### config.mk
export PLATFORM = sky130hd
export DESIGN_NAME = dac_input_mux_frontend
export DESIGN_NICKNAME = d
export VERILOG_FILES = /design/src/rtl/dac_frontend_pkg.sv /design/src/rtl/seg_path_if.sv /design/src/rtl/dac_input_mux_frontend.sv /design/src/rtl/thermo_decoder.sv
export SDC_FILE = /design/constraint.sdc
export NUM_CORES = 1
export LEC_CHECK = 0
export ABC_AREA = 1
export BUFFER_PORTS_ARGS = -buffer_cell sky130_fd_sc_hd__buf_4
export CAP_MARGIN = 20
export CORE_MARGIN = 10
export CORE_UTILIZATION = 42
export DETAILED_ROUTE_END_ITERATION = 8
export SLEW_MARGIN = 20
export SYNTH_ARGS = -nofsm -noshare
export SYNTH_HDL_FRONTEND = slang
export SYNTH_SLANG_ARGS = --single-unit
### constraint.sdc
create_clock -name clk_sys -period 6.25 [get_ports clk_sys]
set_clock_uncertainty 0.2 [all_clocks]
set_input_delay 1.25 -clock clk_sys [delete_from_list [all_inputs] [get_ports clk_sys]]
set_output_delay 1.25 -clock clk_sys [all_outputs]
set_load 0.03 [all_outputs]
### src/rtl/dac_frontend_pkg.sv
/*
 * Shared widths, divider counts, reset values and types of the DAC
 * input multiplexer front end.
 * Assumes a single fast clock drives the whole front end.
 */
package dac_frontend_pkg;

	// Sample layout: upper nibble segmented, lower byte binary
	localparam int SAMPLE_W = 12;
	localparam int MSB_W    = 4;
	localparam int LSB_W    = 8;
	localparam int THERM_W  = 15;
	localparam int CHAN_N   = 4;
	localparam int CNT_W    = 2;

	// Divider wrap points and word clock high phase per mode
	localparam logic [CNT_W-1:0] CNT_RST       = 2'h0;
	localparam logic [CNT_W-1:0] LAST_CNT_FOUR = 2'h3;
	localparam logic [CNT_W-1:0] LAST_CNT_TWO  = 2'h1;
	localparam logic [CNT_W-1:0] HIGH_CNT_FOUR = 2'h2;
	localparam logic [CNT_W-1:0] HIGH_CNT_TWO  = 2'h1;

	// Channel indices; two-channel mode starts at channel B
	localparam logic [CNT_W-1:0] CHAN_A_IDX    = 2'h0;
	localparam logic [CNT_W-1:0] CHAN_B_IDX    = 2'h1;
	localparam logic [CNT_W-1:0] CHAN_C_IDX    = 2'h2;
	localparam logic [CNT_W-1:0] CHAN_D_IDX    = 2'h3;

	// Reset values: offset binary zero is the minimum output level
	localparam logic [SAMPLE_W-1:0] SAMPLE_RST = 12'h000;
	localparam logic [THERM_W-1:0]  THERM_RST  = 15'h0000;
	localparam logic [LSB_W-1:0]    LSB_RST    = 8'h00;
	localparam logic [MSB_W-1:0]    MSB_RST    = 4'h0;

	typedef logic [SAMPLE_W-1:0] sample_t;
	typedef logic [THERM_W-1:0]  therm_t;
	typedef logic [LSB_W-1:0]    lsb_t;
	typedef logic [MSB_W-1:0]    nibble_t;

endpackage : dac_frontend_pkg

### src/rtl/seg_path_if.sv
/*
 * Carrier between the multiplexer and the segment decoder.
 * Assumes both ends run on the same fast clock.
 */
`timescale 1ns/1ps
interface seg_path_if;
	import dac_frontend_pkg::*;

	sample_t sample;
	therm_t  therm;
	lsb_t    lsb;

	modport src
	(
		output sample,
		input  therm,
		input  lsb
	);

	modport dec
	(
		input  sample,
		output therm,
		output lsb
	);
endinterface : seg_path_if

### src/rtl/dac_input_mux_frontend.sv
/*
 * Digital front end of a 12-bit multiplexing DAC: input capture, 4:1 or 2:1
 * interleave, segment decode and the final switch register.
 * Assumes clk_sys is the fast sample clock and all inputs are synchronous
 * to it; the data source launches words from the word clock driven here.
 */
`timescale 1ns/1ps
module dac_input_mux_frontend
	import dac_frontend_pkg::*;
(
	// Clock and reset
	input  wire logic                clk_sys,
	input  wire logic                sys_rst,
	// Mode: high for four channels, low for two
	input  wire logic                muxRatioSelect,
	// Parallel channel words from the data source
	input  wire logic [SAMPLE_W-1:0] chanAWord,
	input  wire logic [SAMPLE_W-1:0] chanBWord,
	input  wire logic [SAMPLE_W-1:0] chanCWord,
	input  wire logic [SAMPLE_W-1:0] chanDWord,
	// Word clock to the data source, differential pair
	output logic                     wordClockOutPos,
	output logic                     wordClockOutNeg,
	// Current switch controls
	output logic [THERM_W-1:0]       thermSwitch,
	output logic [LSB_W-1:0]         binarySwitch
);
	// Divider and select state
	logic [CNT_W-1:0] selCnt_r;
	logic [CNT_W-1:0] selCnt_nxt;
	logic [CNT_W-1:0] lastCnt;
	logic [CNT_W-1:0] highCnt;
	logic             muxSelectHalf;
	logic             muxSelectQuarter;
	logic             captureEn;
	logic             wordClk_nxt;
	logic             wordClkPos_r;
	logic             wordClkNeg_r;

	// Data path
	sample_t          capWord_r [CHAN_N];
	logic [CNT_W-1:0] chanIdx;
	sample_t          muxOut;
	sample_t          muxWord_r;
	therm_t           thermCtl_r;
	lsb_t             binCtl_r;

	seg_path_if segPath ();

	// Divider: wraps at 3 or at 1 depending on the ratio
	assign lastCnt          = muxRatioSelect ? LAST_CNT_FOUR : LAST_CNT_TWO;
	assign highCnt          = muxRatioSelect ? HIGH_CNT_FOUR : HIGH_CNT_TWO;
	assign captureEn        = (selCnt_r == lastCnt);
	// A wrap past the limit after a mode change falls back to zero on its own
	assign selCnt_nxt       = captureEn ? CNT_RST : CNT_W'(selCnt_r + 2'h1);
	assign muxSelectHalf    = selCnt_r[0];
	assign muxSelectQuarter = selCnt_r[1];
	assign wordClk_nxt      = (selCnt_nxt < highCnt);

	always_ff @(posedge clk_sys or posedge sys_rst)
	begin
		if (sys_rst)
			selCnt_r <= CNT_RST;
		else
			selCnt_r <= selCnt_nxt;
	end

	// Word clock rises as channel A (or B) is selected, so the source's
	// falling-edge launch lands mid-word, well away from the capture edge
	always_ff @(posedge clk_sys or posedge sys_rst)
	begin
		if (sys_rst)
		begin
			wordClkPos_r <= 1'b0;
			wordClkNeg_r <= 1'b1;
		end
		else
		begin
			wordClkPos_r <= wordClk_nxt;
			wordClkNeg_r <= ~wordClk_nxt;
		end
	end

	// Capture every channel on the last cycle of a word period
	always_ff @(posedge clk_sys or posedge sys_rst)
	begin
		if (sys_rst)
		begin
			for (int c = 0; c < CHAN_N; c++)
				capWord_r[c] <= SAMPLE_RST;
		end
		else if (captureEn)
		begin
			capWord_r[CHAN_A_IDX] <= chanAWord;
			capWord_r[CHAN_B_IDX] <= chanBWord;
			capWord_r[CHAN_C_IDX] <= chanCWord;
			capWord_r[CHAN_D_IDX] <= chanDWord;
		end
	end

	// Channel choice: both selects in 4:1, half select offset to B in 2:1
	assign chanIdx = muxRatioSelect ? {muxSelectQuarter, muxSelectHalf}
	                                : CNT_W'({1'b0, muxSelectHalf} + CHAN_B_IDX);
	assign muxOut  = capWord_r[chanIdx];

	always_ff @(posedge clk_sys or posedge sys_rst)
	begin
		if (sys_rst)
			muxWord_r <= SAMPLE_RST;
		else
			muxWord_r <= muxOut;
	end

	// Bit 11 of the sample heads the nibble; codes pass unchanged as offset binary
	assign segPath.sample = muxWord_r;

	thermo_decoder i_thermo_decoder
	(
		.clk_sys (clk_sys),
		.sys_rst (sys_rst),
		.seg     (segPath.dec)
	);

	// Last register before the switches keeps all controls edge-aligned
	always_ff @(posedge clk_sys or posedge sys_rst)
	begin
		if (sys_rst)
		begin
			thermCtl_r <= THERM_RST;
			binCtl_r   <= LSB_RST;
		end
		else
		begin
			thermCtl_r <= segPath.therm;
			binCtl_r   <= segPath.lsb;
		end
	end

	assign wordClockOutPos = wordClkPos_r;
	assign wordClockOutNeg = wordClkNeg_r;
	assign thermSwitch     = thermCtl_r;
	assign binarySwitch    = binCtl_r;
endmodule : dac_input_mux_frontend

### src/rtl/thermo_decoder.sv
/*
 * Two-stage thermometer decoder for the upper nibble, with the lower
 * byte delayed by the same one register so both leave aligned.
 * Assumes the sample on the carrier is already registered.
 */
`timescale 1ns/1ps
module thermo_decoder
	import dac_frontend_pkg::*;
(
	// Clock and reset
	input  wire logic clk_sys,
	input  wire logic sys_rst,
	// Sample in, switch controls out
	seg_path_if.dec   seg
);
	// Stage one: coarse and fine comparisons of the two nibble halves
	logic [3:0] hiGe_r;
	logic [3:0] loGe_r;
	lsb_t       lsbDly_r;
	logic [1:0] hiPart;
	logic [1:0] loPart;

	assign hiPart = seg.sample[SAMPLE_W-1 -: 2];
	assign loPart = seg.sample[SAMPLE_W-3 -: 2];

	always_ff @(posedge clk_sys or posedge sys_rst)
	begin
		if (sys_rst)
		begin
			hiGe_r   <= 4'h1;
			loGe_r   <= 4'h1;
			lsbDly_r <= LSB_RST;
		end
		else
		begin
			for (int i = 0; i < 4; i++)
			begin
				hiGe_r[i] <= (hiPart >= 2'(i));
				loGe_r[i] <= (loPart >= 2'(i));
			end
			lsbDly_r <= seg.sample[LSB_W-1:0];
		end
	end

	// Stage two: level k = 4r+f is on when hi > r, or hi == r and lo >= f
	genvar k;
	generate
		for (k = 1; k <= THERM_W; k++)
		begin : g_level
			localparam int R = k / 4;
			localparam int F = k % 4;
			if (F == 0)
			begin : g_row
				assign seg.therm[k-1] = hiGe_r[R];
			end
			else if (R == 3)
			begin : g_top
				assign seg.therm[k-1] = hiGe_r[3] & loGe_r[F];
			end
			else
			begin : g_mid
				assign seg.therm[k-1] = hiGe_r[R+1] | (hiGe_r[R] & loGe_r[F]);
			end
		end
	endgenerate

	assign seg.lsb = lsbDly_r;
endmodule : thermo_decoder

==> flow_metrics.py <==
metrics = {
    "status": {
        "status": "completed",
    },
    "cells_and_area": {
        "areaGrowthSynthToFinish_pct": 18.8,
        "instances_no_fill": 631,
        "fin_nets": 549,
        "fill_cells": 914,
        "antenna_cells": 0,
        "drive_gt1_share_pct": 20.1,
    },
    "routing": {
        "firstDrtPassIters": 4,
        "wl_per_cell_um": 13.0,
        "routed-via-count": 2810,
        "first_iter_violations": 254,
        "via_per_inst": 4.45,
        "ant_nets": 0,
        "drt-total-wl_um": 8220,
        "drc": 0,
    },
    "clock_tree": {
        "cts_made_buffers": 9,
        "root_buffer": "clkbuf_8",
        "cts_hold_buf": 0,
        "clk_latency_ps": 360,
        "cts_tree": "done",
        "postCtsSetupBuffers": 0,
        "cts_max_level": 3,
        "cts_buffer_depth": 2,
        "cts_sinks": 101,
        "cts.clk_slew.worst_paths_ps": 90,
        "ctsResizeCount": 0,
    },
    "critical_path": {
        "cp_num_buf_inv": 1,
        "cp_slowest_cell": "dfstp_2",
        "path_class": "reg -> out",
        "critical-path-top-delay-family": "flip-flops",
        "path_depth": 1,
        "cp.arrival_ps": 1030,
        "path_cells": "buf_4",
        "startpoint_type": "flip-flop",
        "rr_worst_depth": 5,
        "endpoint_kind": "output pin",
        "critPathRequiredTime_ps": 4800,
        "slowest_delay_ps": 520,
        "path_max_fanout": 1,
    },
    "placed_design": {
        "gp_congestion": 0.776,
        "port_buffers": 75,
        "dp.cells": 615,
        "dp_hpwl_um": 6050,
    },
    "synth": {
        "synth_top_area_share_pct": 62.0,
        "synth_area_leader_cell": "dfrtp_1",
        "synth_ff_type": "dfrtp_1",
        "syn_area_um2": 4040,
        "avgSynthCellArea_um2": 9.41,
        "synth_fp_nets": 481,
        "synth_common_cells": "dfrtp_1, inv_1, nand2_1",
        "seq_area_frac_synth_pct": 62.6,
        "synth-seq-cells": 101,
        "ys_top_cells_by_area": "dfrtp_1, inv_1, nand2_1",
        "synth-edff-count": 0,
        "synth.distinct_cells": 21,
        "ys.warnings.count": 0,
        "synth.most_common_cell": "dfrtp_1",
        "async_flop_share_pct": 100,
        "syn_inst": 429,
    },
    "global_routing": {
        "grt_max_degree": 97,
        "grt_pass1_vias": 2988,
        "grt-ovfl-total": 0,
        "grt_pass1_wl_um": 14000,
        "grt.total_usage_pct": 12.1,
        "antenna_found_initial": 0,
    },
    "timing": {
        "final_max_slew_viol_count": 0,
        "fmax_mhz": 403,
        "setup_violations": 0,
        "min_period_ps": 2480,
        "hold_violations": 0,
        "tightest_slew_ps": 876,
        "setup_tns_ps": 0,
        "relSlewSlack_pct": 41.2,
        "min_period_over_period_pct": 39.7,
        "rsz0062_at_grt": "false",
    },
    "power": {
        "seqPwrFrac_pct": 55.7,
        "leakagePower_nw": 2.62,
        "powerDensity_nw_per_um2": 292,
        "power_frac_comb_pct": 18.0,
        "p_clk_share_pct": 26.3,
        "vdd_drop_max_uv": 116,
        "p_total_w": 0.00140,
        "internal_power_w": 0.000993,
        "switchingPower_w": 0.000406,
        "p_sw_share_pct": 29.0,
    },
    "floorplanning": {
        "start_util_pct": 43.5,
        "boundaryPins": 76,
        "core_um2": 9280,
        "die_h_um": 118,
        "rows": 35,
        "die-area_um2": 13900,
        "fp.dieW_um": 118,
    },
    "min_path": {
        "hold_path_class": "reg -> reg",
        "min_path_cells": 0,
    },
    "run": {
        "cap_viol_max_count": 0,
    },
}
power by group through the flow:
stage          sequential, W  clock [W]  combinational (W)
2_1_floorplan       0.000831          0           0.000121
3_3_place_gp        0.000792          0           0.000253
3_5_place_dp        0.000794          0           0.000257
4_1_cts             0.000781   0.000374           0.000257
5_1_grt             0.000791   0.000403           0.000284
6_report            0.000780   0.000368           0.000252
metrics by stage:
step / util [%] / setup slack (ps) / hold slack [ps] / instance area (um^2)
floorplan: - / 2150 / 131 / 4040
global placement: 49.8 / 3320 / 134 / 4630
detailed placement: 49.8 / 3400 / 135 / 4630
CTS: 51.7 / 3760 / 155 / 4800
global route: 51.7 / 3620 / 160 / 4800
finish: 51.7 / 3770 / 153 / 4800
sequential cells by signal, summed over array words and instances, names as in the netlist:
signal,count
i_thermo_decoder.loGe_r,3
wordClockOutNeg,1
i_thermo_decoder.seg.lsb,8
selCnt_r,2
muxWord_r,12
i_thermo_decoder.hiGe_r,3
thermSwitch,15
wordClockOutPos,1
binarySwitch,8
capWord_r,48
kinds of logic (layout without fill, tap and decap cells):
logic type      after synthesis  in the layout  synth area share, %
buf+inv                     120            193                 13.1
compound gates               58             58                 7.28
fa+ha+maj                     1              1                0.310
simple gates                149            149                 16.7
flops                       101            101                 62.6
per-layer routing:
metal  GRT usage, %  wire [um]  part of all wire, %
met3           4.22        520                  6.3
met1           14.8       3790                   46
met5              0          0                    0
met2           18.7       3750                   46
met4           5.18        157                  1.9
final timing paths:
path                                                       startpoint                   endpoint  slack (ps)
worst max-delay path                        wordClockOutNeg$_DFF_PP1_            wordClockOutNeg        3770
worst min-delay path            i_thermo_decoder.seg.lsb[0]$_DFF_PP0_  binarySwitch[0]$_DFF_PP0_         150
worst max register to register                  selCnt_r[1]$_DFF_PP0_  capWord_r[14]$_DFFE_PP0N_        4350
worst min register to register  i_thermo_decoder.seg.lsb[0]$_DFF_PP0_  binarySwitch[0]$_DFF_PP0_         150
max in group asynchronous                                     sys_rst     muxWord_r[8]$_DFF_PP0_        4000
min in group asynchronous                                     sys_rst  capWord_r[31]$_DFFE_PP0N_         670
final cells by class:
type	instances	area (um^2)	area share [%]
clock inverter	3	21.3	0.444
sequential	101	2530	52.7
inverter	100	378	7.88
multi-input combinational	208	980	20.4
tap	129	161	3.37
clock buffer	13	149	3.10
timing repair buffer	77	578	12.1
placed cells by master (no fill, tap or decap), types with 2 or more instances in the layout:
cell	count
dfrtp_1	100
inv_1	97
nand2_1	94
buf_4	77
nand3_1	36
o21ai_0	31
o21ai_1	24
nand3b_1	12
clkbuf_8	10
clkbuf_1	3
inv_2	2
a21oi_1	2
nand2_2	2
or2_2	2
Power figures use the tool's default switching activity.
